--- config.mk ---
export PLATFORM = sky130hd
export DESIGN_NAME = bm_read_mailbox
export DESIGN_NICKNAME = d
export VERILOG_FILES = /design/src/verilog/bm_read_pkg.sv /design/src/verilog/bm_read_mailbox.sv /design/src/verilog/data_fifo.sv
export SDC_FILE = /design/constraint.sdc
export NUM_CORES = 1
export LEC_CHECK = 0
export ABC_CLOCK_PERIOD_IN_PS = 4900
export BUFFER_PORTS_ARGS = -buffer_cell sky130_fd_sc_hd__buf_2
export CAP_MARGIN = 20
export CELL_PAD_IN_SITES_DETAIL_PLACEMENT = 0
export CELL_PAD_IN_SITES_GLOBAL_PLACEMENT = 1
export CORE_MARGIN = 2
export CORE_UTILIZATION = 28
export CTS_BUF_LIST = sky130_fd_sc_hd__clkbuf_8
export DETAILED_ROUTE_END_ITERATION = 7
export GPL_ROUTABILITY_DRIVEN = 0
export HOLD_SLACK_MARGIN = 0.1
export PLACE_DENSITY_LB_ADDON = 0.2
export SETUP_SLACK_MARGIN = 0.02
export SLEW_MARGIN = 30
export SYNTH_ARGS = -nofsm -noshare
export SYNTH_HDL_FRONTEND = slang
export SYNTH_SLANG_ARGS = --single-unit
--- constraint.sdc ---
create_clock -name i_sys_clk -period 4.9 [get_ports i_sys_clk]
set_input_delay 0.49 -clock i_sys_clk [delete_from_list [all_inputs] [get_ports i_sys_clk]]
set_output_delay 0.49 -clock i_sys_clk [all_outputs]
set_load 0.01 [all_outputs]
--- src/verilog/bm_read_pkg.sv ---
// Constants, offsets and types for the bus-master read and mailbox status block
package bm_read_pkg;
  // Register offsets on the target register port
  localparam logic [7:0] OFS_BM_READ_ADDRESS = 8'h2c;
  localparam logic [7:0] OFS_BM_READ_BYTE_COUNT = 8'h30;
  localparam logic [7:0] OFS_MAILBOX_BYTE_FULLNESS = 8'h34;
  // Reset values
  localparam logic [31:0] RST_BM_READ_ADDRESS = 32'h0000_0000;
  localparam logic [31:0] RST_BM_READ_BYTE_COUNT = 32'h0000_0000;
  localparam logic [15:0] RST_MAILBOX_FULL = 16'h0000;
  // Address and count layout
  localparam int ADDR_LSB = 2;
  localparam logic [31:0] DWORD_BYTES = 32'h0000_0004;
  localparam logic [1:0] ADDR_LOW_ZERO = 2'h0;
  localparam logic [3:0] BE_ALL = 4'hf;
  localparam logic [3:0] BE_NONE = 4'h0;
  localparam logic [31:0] ZERO_WORD = 32'h0000_0000;
  // Data FIFO shape and the room kept for a beat still in flight
  localparam int FIFO_WIDTH = 32;
  localparam int FIFO_DEPTH = 16;
  localparam int FIFO_AW = 4;
  localparam logic [FIFO_AW:0] FIFO_ROOM_LIMIT = 5'h0d;
  // Read channel states
  typedef enum logic [1:0] {
    ST_IDLE = 2'b00,
    ST_BURST = 2'b01,
    ST_DONE = 2'b10
  } rd_state_t;
endpackage

--- src/verilog/bm_read_mailbox.sv ---
// Bus-master read channel registers, read engine and mailbox fullness status
//
// Functional notes
// Read address is 30-bit counter, bits 1:0 zero
// Software programs nonzero length, DWORD-aligned start
// Address advances, always points to next unread; a final partial DWORD does not advance it
// Address readable as target during transfer
// Address phase drives low two bits zero
// Bit A1 always zero while bus master
// Target should not disconnect after first phase
// Count holds remaining bytes, decrements per read
// Count zero stops transfer, optional completion interrupt
// Odd length ends with partial byte-enabled cycle
// Address and count reachable from add-on side
// Incoming status bits 31:16, outgoing 15:0
// Bit is one while written, not read
// Incoming is add-on to PCI, outgoing reverse
// Incoming set by add-on write, cleared PCI read
// Outgoing set by PCI write, cleared add-on read
// Outgoing bits: four per mailbox, ascending order
// Incoming bits same ordering offset by sixteen
// Address plus four per DWORD, count minus bytes
// Read-complete status set at zero when enabled
module bm_read_mailbox (
  // Clock and reset
  input wire logic i_sys_clk,
  input wire logic i_rstn,
  // PCI target register port
  input wire logic i_pci_sel,
  input wire logic i_pci_wr,
  input wire logic [7:0] i_pci_addr,
  input wire logic [3:0] i_pci_be,
  input wire logic [31:0] i_pci_wdata,
  output logic [31:0] o_pci_rdata,
  output logic o_pci_rvalid,
  // Add-on register port for the read channel registers
  input wire logic i_addon_owns_bm,
  input wire logic i_addon_sel,
  input wire logic i_addon_wr,
  input wire logic [7:0] i_addon_addr,
  input wire logic [3:0] i_addon_be,
  input wire logic [31:0] i_addon_wdata,
  output logic [31:0] o_addon_rdata,
  output logic o_addon_rvalid,
  // Read channel control and completion status
  input wire logic i_read_enable,
  input wire logic i_done_irq_en,
  input wire logic i_done_clr,
  output logic o_read_busy,
  output logic o_read_done,
  // Bus-master read request and data phases
  output logic o_mst_req,
  output logic o_mst_addr_phase,
  output logic [31:0] o_mst_addr,
  output logic [3:0] o_mst_be,
  input wire logic i_mst_ack,
  input wire logic [31:0] i_mst_data,
  // Mailbox byte events
  input wire logic [15:0] i_in_mb_wr_be,
  input wire logic [15:0] i_in_mb_rd_be,
  input wire logic [15:0] i_out_mb_wr_be,
  input wire logic [15:0] i_out_mb_rd_be,
  // Read data stream toward the add-on side
  output logic [31:0] o_stream_data,
  output logic o_stream_valid,
  input wire logic i_stream_ready
);
  bm_read_pkg::rd_state_t state_reg, state_next;
  logic [29:0] addr_reg, addr_next;
  logic [31:0] count_reg, count_next;
  logic [15:0] in_full_reg;
  logic [15:0] out_full_reg;
  logic done_reg, done_next;
  logic busy_reg, busy_next;
  logic req_reg, req_next;
  logic addr_phase_reg, addr_phase_next;
  logic [3:0] be_reg, be_next;
  logic [31:0] pci_rdata_reg, pci_rdata_next;
  logic pci_rvalid_reg, pci_rvalid_next;
  logic [31:0] addon_rdata_reg, addon_rdata_next;
  logic addon_rvalid_reg, addon_rvalid_next;
  logic bm_wr, beat, fifo_in_ready;
  logic [7:0] bm_addr;
  logic [3:0] bm_be;
  logic [31:0] bm_wdata, addr_word, full_word, bm_rd_word;
  logic [31:0] addr_merged;
  logic wr_addr_hit, wr_count_hit;
  logic [4:0] fifo_level;

  // Byte-lane merge of a write into a stored word
  function automatic logic [31:0] merge(input logic [31:0] old, input logic [31:0] wd, input logic [3:0] be);
    logic [31:0] r;
    r = old;
    for (int i = 0; i < 4; i++) begin
      if (be[i]) begin
        r[i*8 +: 8] = wd[i*8 +: 8];
      end
    end
    return r;
  endfunction

  // Byte enables for the next data phase given the bytes left
  function automatic logic [3:0] lane_mask(input logic [31:0] left);
    logic [3:0] m;
    if (left >= bm_read_pkg::DWORD_BYTES) begin
      m = bm_read_pkg::BE_ALL;
    end else begin
      case (left[1:0])
        2'h1: m = 4'h1;
        2'h2: m = 4'h3;
        2'h3: m = 4'h7;
        default: m = bm_read_pkg::BE_NONE;
      endcase
    end
    return m;
  endfunction

  data_fifo #(
    .WIDTH(bm_read_pkg::FIFO_WIDTH),
    .DEPTH(bm_read_pkg::FIFO_DEPTH),
    .AW(bm_read_pkg::FIFO_AW)
  ) u_fifo (
    .i_sys_clk(i_sys_clk),
    .i_rstn(i_rstn),
    .i_in_valid(beat),
    .i_in_data(i_mst_data),
    .o_in_ready(fifo_in_ready),
    .o_out_valid(o_stream_valid),
    .o_out_data(o_stream_data),
    .i_out_ready(i_stream_ready),
    .o_level(fifo_level)
  );

  // Read channel registers, engine and register writes
  always_comb begin
    // One side owns the channel registers at a time
    bm_wr = i_addon_owns_bm ? (i_addon_sel && i_addon_wr) : (i_pci_sel && i_pci_wr);
    bm_addr = i_addon_owns_bm ? i_addon_addr : i_pci_addr;
    bm_be = i_addon_owns_bm ? i_addon_be : i_pci_be;
    bm_wdata = i_addon_owns_bm ? i_addon_wdata : i_pci_wdata;
    addr_word = {addr_reg, bm_read_pkg::ADDR_LOW_ZERO};
    addr_merged = merge(addr_word, bm_wdata, bm_be);

    // Write strobes for the two channel registers
    wr_addr_hit = bm_wr && (bm_addr == bm_read_pkg::OFS_BM_READ_ADDRESS);
    wr_count_hit = bm_wr && (bm_addr == bm_read_pkg::OFS_BM_READ_BYTE_COUNT);

    full_word = {in_full_reg, out_full_reg};
    beat = req_reg && i_mst_ack && fifo_in_ready;
    state_next = state_reg;
    addr_next = addr_reg;
    count_next = count_reg;
    done_next = done_reg;
    case (state_reg)
      bm_read_pkg::ST_IDLE: begin
        // Channel registers take writes only while no transfer runs
        if (wr_addr_hit) begin
          addr_next = addr_merged[31:bm_read_pkg::ADDR_LSB];
        end
        if (wr_count_hit) begin
          count_next = merge(count_reg, bm_wdata, bm_be);
        end
        // A zero count never starts a transfer
        if (i_read_enable && count_reg != bm_read_pkg::ZERO_WORD) begin
          state_next = bm_read_pkg::ST_BURST;
        end
      end
      bm_read_pkg::ST_BURST: begin
        if (beat) begin
          if (count_reg >= bm_read_pkg::DWORD_BYTES) begin
            addr_next = addr_reg + 30'h1;
            count_next = count_reg - bm_read_pkg::DWORD_BYTES;
          end else begin
            count_next = bm_read_pkg::ZERO_WORD;
          end
          if (count_next == bm_read_pkg::ZERO_WORD) begin
            state_next = bm_read_pkg::ST_DONE;
          end
        end else if (!i_read_enable) begin
          state_next = bm_read_pkg::ST_IDLE;
        end
      end
      bm_read_pkg::ST_DONE: begin
        done_next = done_reg | i_done_irq_en;
        state_next = bm_read_pkg::ST_IDLE;
      end
      default: begin
        state_next = bm_read_pkg::ST_IDLE;
      end
    endcase
    // Completion flag clear loses to a new completion
    if (i_done_clr && !(state_reg == bm_read_pkg::ST_DONE && i_done_irq_en)) begin
      done_next = 1'b0;
    end
    // Request only with room for the beat already in flight
    req_next = (state_next == bm_read_pkg::ST_BURST) && (count_next != bm_read_pkg::ZERO_WORD) &&
               (fifo_level < bm_read_pkg::FIFO_ROOM_LIMIT);
    addr_phase_next = req_next && !req_reg;
    be_next = lane_mask(count_next);
    busy_next = (state_next != bm_read_pkg::ST_IDLE);
  end

  // Register read data for both ports
  always_comb begin
    // Channel register read data for the owning side
    case (bm_addr)
      bm_read_pkg::OFS_BM_READ_ADDRESS: bm_rd_word = addr_word;
      bm_read_pkg::OFS_BM_READ_BYTE_COUNT: bm_rd_word = count_reg;
      default: bm_rd_word = bm_read_pkg::ZERO_WORD;
    endcase

    // Target reads on the PCI side, unmapped offsets read zero
    pci_rvalid_next = i_pci_sel && !i_pci_wr;
    pci_rdata_next = bm_read_pkg::ZERO_WORD;
    if (i_pci_sel && !i_pci_wr) begin
      if (i_pci_addr == bm_read_pkg::OFS_MAILBOX_BYTE_FULLNESS) begin
        pci_rdata_next = full_word;
      end else if (!i_addon_owns_bm) begin
        pci_rdata_next = bm_rd_word;
      end
    end

    // Add-on reads see only the channel registers, and only as owner
    addon_rvalid_next = i_addon_sel && !i_addon_wr;
    addon_rdata_next = bm_read_pkg::ZERO_WORD;
    if (i_addon_sel && !i_addon_wr && i_addon_owns_bm) begin
      addon_rdata_next = bm_rd_word;
    end
  end

  // Mailbox fullness, one flop pair per mailbox byte: a set in the same cycle as a clear wins
  for (genvar b = 0; b < $bits(in_full_reg); b++) begin : g_mb_byte
    logic in_bit_reg, in_bit_next, out_bit_reg, out_bit_next;

    always_comb begin
      in_bit_next = (in_bit_reg && !i_in_mb_rd_be[b]) || i_in_mb_wr_be[b];
      out_bit_next = (out_bit_reg && !i_out_mb_rd_be[b]) || i_out_mb_wr_be[b];
    end

    always_ff @(posedge i_sys_clk or negedge i_rstn) begin
      if (!i_rstn) begin
        in_bit_reg <= bm_read_pkg::RST_MAILBOX_FULL[b];
        out_bit_reg <= bm_read_pkg::RST_MAILBOX_FULL[b];
      end else begin
        in_bit_reg <= in_bit_next;
        out_bit_reg <= out_bit_next;
      end
    end

    // Gathered into the status word
    assign in_full_reg[b] = in_bit_reg;
    assign out_full_reg[b] = out_bit_reg;
  end

  always_ff @(posedge i_sys_clk or negedge i_rstn) begin
    if (!i_rstn) begin
      state_reg <= bm_read_pkg::ST_IDLE;
      addr_reg <= bm_read_pkg::RST_BM_READ_ADDRESS[31:bm_read_pkg::ADDR_LSB];
      count_reg <= bm_read_pkg::RST_BM_READ_BYTE_COUNT;
      done_reg <= 1'b0;
      req_reg <= 1'b0;
      addr_phase_reg <= 1'b0;
      be_reg <= bm_read_pkg::BE_NONE;
      busy_reg <= 1'b0;
    end else begin
      state_reg <= state_next;
      addr_reg <= addr_next;
      count_reg <= count_next;
      done_reg <= done_next;
      req_reg <= req_next;
      addr_phase_reg <= addr_phase_next;
      be_reg <= be_next;
      busy_reg <= busy_next;
    end
  end

  // Register read data flops
  always_ff @(posedge i_sys_clk or negedge i_rstn) begin
    if (!i_rstn) begin
      pci_rdata_reg <= bm_read_pkg::ZERO_WORD;
      pci_rvalid_reg <= 1'b0;
      addon_rdata_reg <= bm_read_pkg::ZERO_WORD;
      addon_rvalid_reg <= 1'b0;
    end else begin
      pci_rdata_reg <= pci_rdata_next;
      pci_rvalid_reg <= pci_rvalid_next;
      addon_rdata_reg <= addon_rdata_next;
      addon_rvalid_reg <= addon_rvalid_next;
    end
  end

  assign o_pci_rdata = pci_rdata_reg;
  assign o_pci_rvalid = pci_rvalid_reg;
  assign o_addon_rdata = addon_rdata_reg;
  assign o_addon_rvalid = addon_rvalid_reg;
  assign o_read_busy = busy_reg;
  assign o_read_done = done_reg;
  assign o_mst_req = req_reg;
  assign o_mst_addr_phase = addr_phase_reg;
  // Low two address bits are constant zeros: linear burst order
  assign o_mst_addr = {addr_reg, bm_read_pkg::ADDR_LOW_ZERO};
  assign o_mst_be = be_reg;
endmodule

--- src/verilog/data_fifo.sv ---
// Parameterised FIFO with a registered output stage
module data_fifo #(
  parameter int WIDTH = 32,
  parameter int DEPTH = 16,
  parameter int AW = 4
) (
  // Clock and reset
  input wire logic i_sys_clk,
  input wire logic i_rstn,
  // Fill side
  input wire logic i_in_valid,
  input wire logic [WIDTH-1:0] i_in_data,
  output logic o_in_ready,
  // Drain side
  output logic o_out_valid,
  output logic [WIDTH-1:0] o_out_data,
  input wire logic i_out_ready,
  // Fill level of the storage array
  output logic [AW:0] o_level
);
  logic [WIDTH-1:0] mem [DEPTH];
  logic [AW-1:0] wr_ptr_reg, wr_ptr_next, rd_ptr_reg, rd_ptr_next;
  logic [AW:0] level_reg, level_next;
  logic out_valid_reg, out_valid_next;
  logic [WIDTH-1:0] out_data_reg, out_data_next;
  logic push, pop;

  always_comb begin
    push = i_in_valid && (level_reg != (AW+1)'(DEPTH));
    pop = (level_reg != '0) && (!out_valid_reg || i_out_ready);
    wr_ptr_next = push ? wr_ptr_reg + 1'b1 : wr_ptr_reg;
    rd_ptr_next = pop ? rd_ptr_reg + 1'b1 : rd_ptr_reg;
    level_next = level_reg + {{AW{1'b0}}, push} - {{AW{1'b0}}, pop};
    out_valid_next = pop ? 1'b1 : (i_out_ready ? 1'b0 : out_valid_reg);
    out_data_next = pop ? mem[rd_ptr_reg] : out_data_reg;
  end

  always_ff @(posedge i_sys_clk or negedge i_rstn) begin
    if (!i_rstn) begin
      wr_ptr_reg <= '0;
      rd_ptr_reg <= '0;
      level_reg <= '0;
      out_valid_reg <= 1'b0;
      out_data_reg <= '0;
    end else begin
      wr_ptr_reg <= wr_ptr_next;
      rd_ptr_reg <= rd_ptr_next;
      level_reg <= level_next;
      out_valid_reg <= out_valid_next;
      out_data_reg <= out_data_next;
    end
  end

  // Storage array carries no reset
  always_ff @(posedge i_sys_clk) begin
    if (push) begin
      mem[wr_ptr_reg] <= i_in_data;
    end
  end

  assign o_in_ready = (level_reg != (AW+1)'(DEPTH));
  assign o_out_valid = out_valid_reg;
  assign o_out_data = out_data_reg;
  assign o_level = level_reg;
endmodule
==> impl_metrics.env, run 1 <==
export IMPL_cts_root_buf="clkbuf_8"
export IMPL_hold_path_class="in -> reg"
export IMPL_cts_setup_buffers=0
export IMPL_status="complete, no violations"
export IMPL_cts_tree="done"
export IMPL_viasPerCell=4.91
export IMPL_multi_input_area_um2=9050
export IMPL_antenna_found_initial=7
export IMPL_layout_commonest_cell="edfxtp_1"
export IMPL_drt_wl_total_um=95700
export IMPL_synth_ff_type="edfxtp_1"
export IMPL_fp_dieH_um=334
export IMPL_path_clk_slew_ns=0.06
export IMPL_cp_required_ns=5.55
export IMPL_start_util_pct=28.3
export IMPL_port_buffers=332
export IMPL_synthArstFlopShare_pct=29.7
export IMPL_tightest_slew_ns=1.00
export IMPL_yosys_register_bits=728
export IMPL_drive_gt1_share_pct=32.3
export IMPL_final_setup_viol_count=0
export IMPL_design_die_area_um2=111000
export IMPL_criticalPathCategory="reg -> reg"
export IMPL_synth_distinct_cells=79
export IMPL_grt_start_max_net_pins=109
export IMPL_grt_pass1_vias=20808
export IMPL_core_area_um2=107000
export IMPL_num_rows=120
export IMPL_rsz0062_at_grt="false"
export IMPL_worst_ir_drop_vdd_mv=0.242
export IMPL_finalSetupTns_ns=0
export IMPL_clock_sinks=728
export IMPL_yosysTopAreaCellShare_pct=50.6
export IMPL_place_area_um2=34100
export IMPL_start_kind="register"
export IMPL_crit_path_end_kind="register"
export IMPL_fmax_ghz=0.218
export IMPL_regArea_um2=20800
export IMPL_fill_cells=10386
export IMPL_syn_area_per_cell_um2=16.0
export IMPL_fin_util_pct=35.4
export IMPL_detail_route_antenna_nets=0
export IMPL_synth_area_top_cells="edfxtp_1, dfrtp_1, mux4_2"
export IMPL_io_pins=335
export IMPL_maxCapViolCount=0
export IMPL_insertion_delay_ns=0.82
export IMPL_drt_pass1_iter_count=6
export IMPL_synth_top_cell_by_area="edfxtp_1"
export IMPL_drt_iter0_drc=1305
export IMPL_syn_inst=1905
export IMPL_layout_common_cells="edfxtp_1, buf_2, dfrtp_1"
export IMPL_layout_nets=2652
export IMPL_min_period_ns=4.59
export IMPL_clock_skew_ns=0.0512
export IMPL_layout_setup_ws_ns=0.308
export IMPL_cts_buffer_depth=3
export IMPL_numCtsBuffers=135
export IMPL_dp_hpwl_um=61300
export IMPL_grt_overflow_total=0
export IMPL_pre_cts_ws_ns=0.188
export IMPL_vias=19446
export IMPL_grt_pass1_wl_um=141000
export IMPL_synth_area_um2=30400
export IMPL_yosys_warnings=0
export IMPL_cp_max_fo=13
export IMPL_route_detailed_drc=0
export IMPL_cp_data_arrival_time_ns=5.24
export IMPL_largest_reg_flops=512
export IMPL_synth_seq_area_share_pct=68.4
export IMPL_htreeDepth=4
export IMPL_die_x_um=334
export IMPL_p_per_area_nw_per_um2=493
export IMPL_area_growth_pct=25.0
export IMPL_place_inst=3587
export IMPL_leakagePower_nw=14.3
export IMPL_hold_viol=0
export IMPL_grt_usage_pct=17.2
export IMPL_finalInstanceArea_um2=38000
export IMPL_relSlewSlack_pct=32.9
export IMPL_fin_cells=3958
export IMPL_slew_viol_final=0
export IMPL_synth_edff_count=512
export IMPL_wl_per_cell_um=24.2
export IMPL_period_share_pct=93.7
export IMPL_largest_register="u_fifo.mem"
-- worst max-delay path: stages, from the launching register on --
cell and delay (ns):
dfrtp_1 0.49, inv_1 0.15, ha_1 0.25, nor3b_2 0.47, nand4_1 0.20, or4_4 0.72
nand2_1 0.46, nor3_1 0.13, a2111oi_1 0.64, nand4_1 0.30, nor4_4 0.44, o21ai_0 0.16
-- what timing repair did --
action | in CTS | in global routing
hold buffers | 117 | 0
gates resized for setup | 0 | 1
setup endpoints to repair | 0 | 6
hold endpoints to repair | 651 | 0
-- cell type report --
class	count	area share [%]
Tap cell	1403	4.62
Clock buffer	151	5.47
Timing Repair Buffer	509	8.93
Inverter	69	0.681
Clock inverter	98	1.74
Multi-Input combinational cell	995	23.8
Sequential cell	728	54.7
Antenna cell	5	0.0329
-- cell usage after synthesis (all sizes together), types with 5 or more instances --
cell type	count
edfxtp	512
dfrtp	216
nor2	186
mux4	160
clkbuf	88
a21oi	83
inv	69
nand2	54
mux2	50
o21ai	46
a21o	40
a22oi	37
nor3	29
mux2i	27
buf	26
nand3	26
nor4	26
nand4	18
ha	17
xnor2	17
and3	15
o22ai	12
a31oi	10
o22a	9
nand2b	8
o31ai	7
or4	7
a221o	6
o21a	6
xor2	6
a211o	5
a211oi	5
or2	5
or3	5
-- metal layers --
layer  up-vias  global-route usage (%)  routed length [um]
met3       178                    4.07                5870
met1     10004                    21.5               39900
met4         6                    6.57                2990
met2       711                    28.9               46900
met5         -                       0                  44
li1       8547                       -                   -
-- metrics by stage --
step	hold WS [ns]	power (W)
after floorplan	0.194	0.0110
after global placement	0.460	0.0129
after detailed placement	0.468	0.0130
after CTS	0.100	0.0191
after global routing	0.143	0.0198
final	0.196	0.0188
-- power by group --
| group | leakage (nW) | internal [W] | total, W | switching [W] |
|---|---|---|---|---|
| Combinational | 5.40 | 0.00244 | 0.00498 | 0.00254 |
| Clock | 1.58 | 0.00319 | 0.00591 | 0.00272 |
| Sequential | 7.28 | 0.00713 | 0.00787 | 0.000739 |
| Total | 14.3 | 0.0128 | 0.0188 | 0.00600 |
-- logic make-up after synthesis --
logic type,count (synthesis),synth area share [%]
xor gates and xnor gates,23,0.663
AOI/OAI and AO/OA,307,6.71
buffers and inverters,183,2.35
other,1,0.0123
DFF,728,68.4
and+or+nand+nor,408,6.55
muxes,237,14.6
adders and majority gates,18,0.766
-- worst paths after layout --
| path | from | endpoint | slack (ns) | cells after the start |
|---|---|---|---|---|
| worst max register to register | count_reg[2]$_DFF_PN0_ | o_mst_be[2]$_DFF_PN0_ | 0.31 | 11 |
| worst min register to register | u_fifo.o_out_data[31]$_DFFE_PN0P_ | u_fifo.o_out_data[31]$_DFFE_PN0P_ | 0.50 | 1 |
| min in group asynchronous | i_rstn | o_read_done$_DFFE_PN0P_ | 0.31 | 2 |
| max in group asynchronous | i_rstn | count_reg[25]$_DFF_PN0_ | 3.39 | 3 |
| worst max-delay path | count_reg[2]$_DFF_PN0_ | o_mst_be[2]$_DFF_PN0_ | 0.31 | 11 |
| worst min-delay path | i_addon_wdata[24] | addr_reg[22]$_DFFE_PN0P_ | 0.20 | 4 |
Note: power is estimated with default switching activity, not from simulation.
==> inputs of run 2 (changes only) <==
--- a/config.mk
+++ b/config.mk
@@ -6,7 +6,7 @@
 export NUM_CORES = 1
 export LEC_CHECK = 0
 export ABC_CLOCK_PERIOD_IN_PS = 4900
-export BUFFER_PORTS_ARGS = -buffer_cell sky130_fd_sc_hd__buf_2
+export BUFFER_PORTS_ARGS = -buffer_cell sky130_fd_sc_hd__buf_4
 export CAP_MARGIN = 20
 export CELL_PAD_IN_SITES_DETAIL_PLACEMENT = 0
 export CELL_PAD_IN_SITES_GLOBAL_PLACEMENT = 1
==> impl_metrics.env, run 2 (same netlist as run 1, synthesis figures left out) <==
export IMPL_hold_path_class="in -> reg"
export IMPL_cts_resized=0
export IMPL_worst_path_max_delay_cell="or4_4"
export IMPL_fp_dieH_um=334
export IMPL_area_growth_pct=27.2
export IMPL_wl_per_cell_um=24.6
export IMPL_p_per_area_nw_per_um2=486
export IMPL_min_period_ns=4.48
export IMPL_regArea_um2=20800
export IMPL_slew_viol_final=0
export IMPL_layout_common_cells="edfxtp_1, buf_4, dfrtp_1"
export IMPL_largest_reg_flops=512
export IMPL_grt_usage_pct=17.4
export IMPL_cts_setup_buffers=0
export IMPL_cpPeakStageDelay_ns=0.73
export IMPL_drive_gt1_share_pct=32.4
export IMPL_cts_tree="done"
export IMPL_path_cells="inv_1 -> ha_1 -> nor3b_2 -> nand4_1 -> or4_4 -> nand2_1 -> nor3_1 -> a2111oi_0 -> nand4_1 -> nor4_4 -> o21ai_0"
export IMPL_criticalPathCategory="reg -> reg"
export IMPL_clock_sinks=728
export IMPL_leakagePower_nw=14.4
export IMPL_grt_pass1_vias=20395
export IMPL_layout_nets=2647
export IMPL_layout_commonest_cell="edfxtp_1"
export IMPL_hold_viol=0
export IMPL_cp_required_ns=5.54
export IMPL_route_detailed_drc=0
export IMPL_drt_pass1_iter_count=5
export IMPL_worst_ir_drop_vdd_mv=0.258
export IMPL_place_inst=3588
export IMPL_core_area_um2=107000
export IMPL_drt_wl_total_um=97000
export IMPL_relSlewSlack_pct=34.6
export IMPL_largest_register="u_fifo.mem"
export IMPL_fin_cells=3941
export IMPL_die_x_um=334
export IMPL_num_rows=120
export IMPL_rsz0062_at_grt="false"
export IMPL_antenna_found_initial=5
export IMPL_holdBufCountCts=110
export IMPL_dp_hpwl_um=61500
export IMPL_start_util_pct=28.3
export IMPL_htreeDepth=4
export IMPL_design_die_area_um2=111000
export IMPL_grt_pass1_wl_um=142000
export IMPL_vias=19395
export IMPL_period_share_pct=91.5
export IMPL_tightest_slew_ns=0.980
export IMPL_port_buffers=332
export IMPL_crit_path_frequent_cell="nand4_1"
export IMPL_fill_cells=10309
export IMPL_final_setup_viol_count=0
export IMPL_path_clk_slew_ns=0.06
export IMPL_cp_data_arrival_time_ns=5.12
export IMPL_maxCapViolCount=0
export IMPL_status="complete, no violations"
export IMPL_multi_input_area_um2=9050
export IMPL_cp_max_fo=13
export IMPL_detail_route_antenna_nets=0
export IMPL_io_pins=335
export IMPL_insertion_delay_ns=0.80
export IMPL_cts_root_buf="clkbuf_8"
export IMPL_cts_buffer_depth=3
export IMPL_clock_skew_ns=0.0351
export IMPL_crit_path_end_kind="register"
export IMPL_grt_start_max_net_pins=107
export IMPL_numCtsBuffers=134
export IMPL_finalSetupTns_ns=0
export IMPL_viasPerCell=4.92
export IMPL_start_kind="register"
export IMPL_drt_iter0_drc=1454
export IMPL_grt_overflow_total=0
export IMPL_fmax_ghz=0.223
==> run 2: cell count changes in the layout (fill, tap and decap cells not counted), sizes merged, moves of 3 or more <==
cell | previous run | this run
buf | 392 | 395
clkbuf | 151 | 147
clkinv | 33 | 23
diode | 5 | 1
dlygate4sd3 | 117 | 110
inv | 125 | 129
==> run 2: area by class of cell <==
class                   count  area share (%)
inverters                  69           0.670
clock buffers             147            5.23
diodes                      1         0.00647
multi-input cells         995            23.4
repair buffers            505            10.8
flip-flops and latches    728            53.8
well taps                1403            4.54
clock inverters            93            1.62
==> run 2: worst max-delay path: cells and delay by family (launching register included) <==
| kind | cells | cell delay (ns) |
|---|---|---|
| and+or+nand+nor | 7 | 2.59 |
| AOI/OAI and AO/OA | 2 | 0.89 |
| adders and majority gates | 1 | 0.24 |
| buffers and inverters | 1 | 0.13 |
| DFF | 1 | 0.48 |
==> run 2: metal layers <==
| layer | up-vias | track usage (%) | part of all wire, % | wire length (um) |
|---|---|---|---|---|
| met5 | - | 0 | 0.035 | 34 |
| li1 | 8526 | - | - | - |
| met1 | 10011 | 22.2 | 42 | 40800 |
| met3 | 170 | 4.18 | 6.3 | 6080 |
| met2 | 682 | 29.0 | 49 | 47400 |
| met4 | 6 | 6.08 | 2.7 | 2630 |
==> run 2: final timing paths <==
kind | from | slack (ns) | cells after the start | end
worst max-delay path | count_reg[2]$_DFF_PN0_ | 0.42 | 11 | o_mst_be[2]$_DFF_PN0_
worst min-delay path | i_addon_wdata[16] | 0.18 | 4 | count_reg[16]$_DFF_PN0_
worst max register to register | count_reg[2]$_DFF_PN0_ | 0.42 | 11 | o_mst_be[2]$_DFF_PN0_
worst min register to register | g_mb_byte[13].in_bit_reg$_DFF_PN0_ | 0.49 | 2 | o_pci_rdata[29]$_DFF_PN0_
max in group asynchronous | i_rstn | 3.44 | 4 | addr_reg[26]$_DFFE_PN0P_
min in group asynchronous | i_rstn | 0.20 | 2 | o_addon_rdata[5]$_DFF_PN0_
==> run 2: power breakdown <==
part / internal (W) / switching (W) / total, W
Clock: 0.00307 / 0.00270 / 0.00577
Sequential: 0.00713 / 0.000722 / 0.00785
Combinational: 0.00262 / 0.00256 / 0.00517
Total: 0.0128 / 0.00598 / 0.0188
==> run 2: per-stage QoR <==
stage / cell area, um^2 / utilization [%] / hold slack [ns] / total power (W) / setup slack, ns
6_report: 38700 / 36.0 / 0.176 / 0.0188 / 0.416
5_1_grt: 38700 / 36.0 / 0.139 / 0.0198 / 0.193
4_1_cts: 38600 / 36.0 / 0.100 / 0.0191 / 0.502
3_5_place_dp: 34900 / 32.5 / 0.469 / 0.0132 / 0.506
3_3_place_gp: 34900 / 32.5 / 0.462 / 0.0131 / 0.444
2_1_floorplan: 30400 / - / 0.194 / 0.0110 / 0.799
==> inputs of run 3 (changes only) <==
--- a/config.mk
+++ b/config.mk
@@ -8,8 +8,6 @@
 export ABC_CLOCK_PERIOD_IN_PS = 4900
 export BUFFER_PORTS_ARGS = -buffer_cell sky130_fd_sc_hd__buf_4
 export CAP_MARGIN = 20
-export CELL_PAD_IN_SITES_DETAIL_PLACEMENT = 0
-export CELL_PAD_IN_SITES_GLOBAL_PLACEMENT = 1
 export CORE_MARGIN = 2
 export CORE_UTILIZATION = 28
 export CTS_BUF_LIST = sky130_fd_sc_hd__clkbuf_8
==> impl_metrics.env, run 3 (same netlist as run 1, synthesis figures left out) <==
export IMPL_cts_setup_buffers=0
export IMPL_timing_hold_ws_ns=0.193
export IMPL_place_area_um2=34900
export IMPL_cp_max_fo=15
export IMPL_p_per_area_nw_per_um2=484
export IMPL_hp_start="i_pci_wdata[0]"
export IMPL_tightest_slew_ns=0.916
export IMPL_holdPathEnd="count_reg[0]$_DFF_PN0_"
export IMPL_design_die_area_um2=111000
export IMPL_vias=19542
export IMPL_criticalPathCategory="reg -> reg"
export IMPL_detail_route_antenna_nets=0
export IMPL_core_area_um2=107000
export IMPL_largest_register="u_fifo.mem"
export IMPL_clock_sinks=728
export IMPL_pwr_share_seq_pct=42.3
export IMPL_grt_overflow_total=0
export IMPL_fp_dieH_um=334
export IMPL_die_x_um=334
export IMPL_worst_path_max_delay_cell="nor4_4"
export IMPL_final_setup_viol_count=0
export IMPL_hold_path_class="in -> reg"
export IMPL_worst_ir_drop_vdd_mv=0.249
export IMPL_cts_resized=0
export IMPL_period_share_pct=88.4
export IMPL_dp_hpwl_um=60600
export IMPL_viasPerCell=4.96
export IMPL_path_clk_slew_ns=0.06
export IMPL_p_int_w=0.0128
export IMPL_layout_commonest_cell="edfxtp_1"
export IMPL_startpoint="count_reg[2]$_DFF_PN0_"
export IMPL_cp_required_ns=5.52
export IMPL_route_detailed_drc=0
export IMPL_clock_power_share_pct=30.4
export IMPL_netSwitchingFraction_pct=31.4
export IMPL_finalSetupTns_ns=0
export IMPL_drive_gt1_share_pct=32.6
export IMPL_drt_pass1_iter_count=7
export IMPL_drt_wl_total_um=93700
export IMPL_hold_viol=0
export IMPL_timing_rr_end="o_mst_be[2]$_DFF_PN0_"
export IMPL_rsz0062_at_grt="false"
export IMPL_maxCapViolCount=0
export IMPL_min_period_ns=4.33
export IMPL_min_path_cells=5
export IMPL_r2r_start="count_reg[2]$_DFF_PN0_"
export IMPL_drt_iter0_drc=1533
export IMPL_combPwrFrac_pct=27.3
export IMPL_grt_usage_pct=16.8
export IMPL_area_growth_pct=27.0
export IMPL_antenna_found_initial=6
export IMPL_status="complete, no violations"
export IMPL_cp_data_arrival_time_ns=4.95
export IMPL_leakagePower_nw=14.4
export IMPL_grt_pass1_wl_um=138000
export IMPL_layout_nets=2648
export IMPL_largest_reg_flops=512
export IMPL_relSlewSlack_pct=38.9
export IMPL_path_cells="inv_1 -> ha_1 -> nor3b_2 -> nand4_1 -> buf_4 -> nor4_2 -> buf_4 -> nor2_1 -> a221o_1 -> nor4_1 -> nand4_1 -> nor4_4 -> o21ai_0"
export IMPL_holdBufCountCts=105
export IMPL_crit_path_end_kind="register"
export IMPL_layout_common_cells="edfxtp_1, buf_4, dfrtp_1"
export IMPL_start_util_pct=28.3
export IMPL_p_switching_w=0.00587
export IMPL_p_total_w=0.0187
export IMPL_cts_buffer_depth=3
export IMPL_rrSetupSlack_ns=0.57
export IMPL_cts_root_buf="clkbuf_8"
export IMPL_clock_skew_ns=0.0382
export IMPL_cts_tree="done"
export IMPL_grt_start_max_net_pins=95
export IMPL_wl_per_cell_um=23.8
export IMPL_start_kind="register"
export IMPL_r2r_cells=13
export IMPL_numCtsBuffers=134
export IMPL_num_rows=120
export IMPL_slew_viol_final=0
export IMPL_grt_pass1_vias=20765
export IMPL_port_buffers=332
export IMPL_fmax_ghz=0.231
export IMPL_finalInstanceArea_um2=38600
export IMPL_cpPeakStageDelay_ns=0.56
export IMPL_fin_util_pct=36.0
export IMPL_insertion_delay_ns=0.80
export IMPL_htreeDepth=4
export IMPL_io_pins=335
==> run 3: changes by cell type in the layout (fill, tap and decap cells not counted), moves of 2 or more <==
| cell | delta |
|---|---|
| inv_6 | +2 |
| diode_2 | +2 |
| inv_1 | -6 |
| buf_12 | +2 |
| buf_16 | -2 |
| clkinvlp_4 | -3 |
| buf_4 | +6 |
| dlygate4sd3_1 | -5 |
| inv_8 | -2 |
| clkbuf_8 | +5 |
| inv_12 | -3 |
==> run 3: how the worst max path moves through the flow <==
stage,endpoint
floorplan,u_fifo.mem[3][0]$_DFFE_PP_
global placement,o_mst_be[2]$_DFF_PN0_
detailed placement,o_mst_be[2]$_DFF_PN0_
CTS,o_mst_be[2]$_DFF_PN0_
global route,o_mst_be[2]$_DFF_PN0_
finish,o_mst_be[2]$_DFF_PN0_
==> run 3: critical path: cells and delay by family, from the launching register on <==
family                   cells  cell delay (ns)
AND/OR/NAND/NOR              7             2.25
adder cells (fa/ha/maj)      1             0.25
AO/OA/AOI/OAI                2             0.58
flip-flops                   1             0.47
buffers and inverters        3             0.59
==> run 3: final cells by class <==
| class | instances | area, um^2 |
|---|---|---|
| clock inverter | 81 | 509 |
| antenna | 3 | 7.51 |
| tap | 1403 | 1760 |
| clock buffer | 152 | 2090 |
| sequential | 728 | 20800 |
| inverter | 69 | 259 |
| fill | 10249 | 68800 |
| timing repair buffer | 506 | 4140 |
| multi-input combinational | 995 | 9040 |
==> run 3: layer usage <==
metal	vias up	routed length, um	global-route usage [%]
li1	8531	-	-
met4	8	2970	6.83
met2	796	47200	28.9
met5	-	51	0
met1	10020	37700	20.2
met3	187	5780	3.72
==> run 3: power by group through the flow <==
| stage | Sequential [W] | Combinational [W] | Clock, W |
|---|---|---|---|
| finish | 0.00791 | 0.00509 | 0.00568 |
| global route | 0.00799 | 0.00553 | 0.00616 |
| CTS | 0.00798 | 0.00511 | 0.00590 |
| detailed placement | 0.00810 | 0.00502 | 0 |
| global placement | 0.00809 | 0.00498 | 0 |
| floorplan | 0.00768 | 0.00335 | 0 |
==> run 3: per-stage QoR <==
step	setup slack, ns	std cells
final	0.569	3937
after detailed placement	0.555	3595
after CTS	0.610	3933
after global routing	0.294	3936
after global placement	0.556	3595
after floorplan	0.799	1906
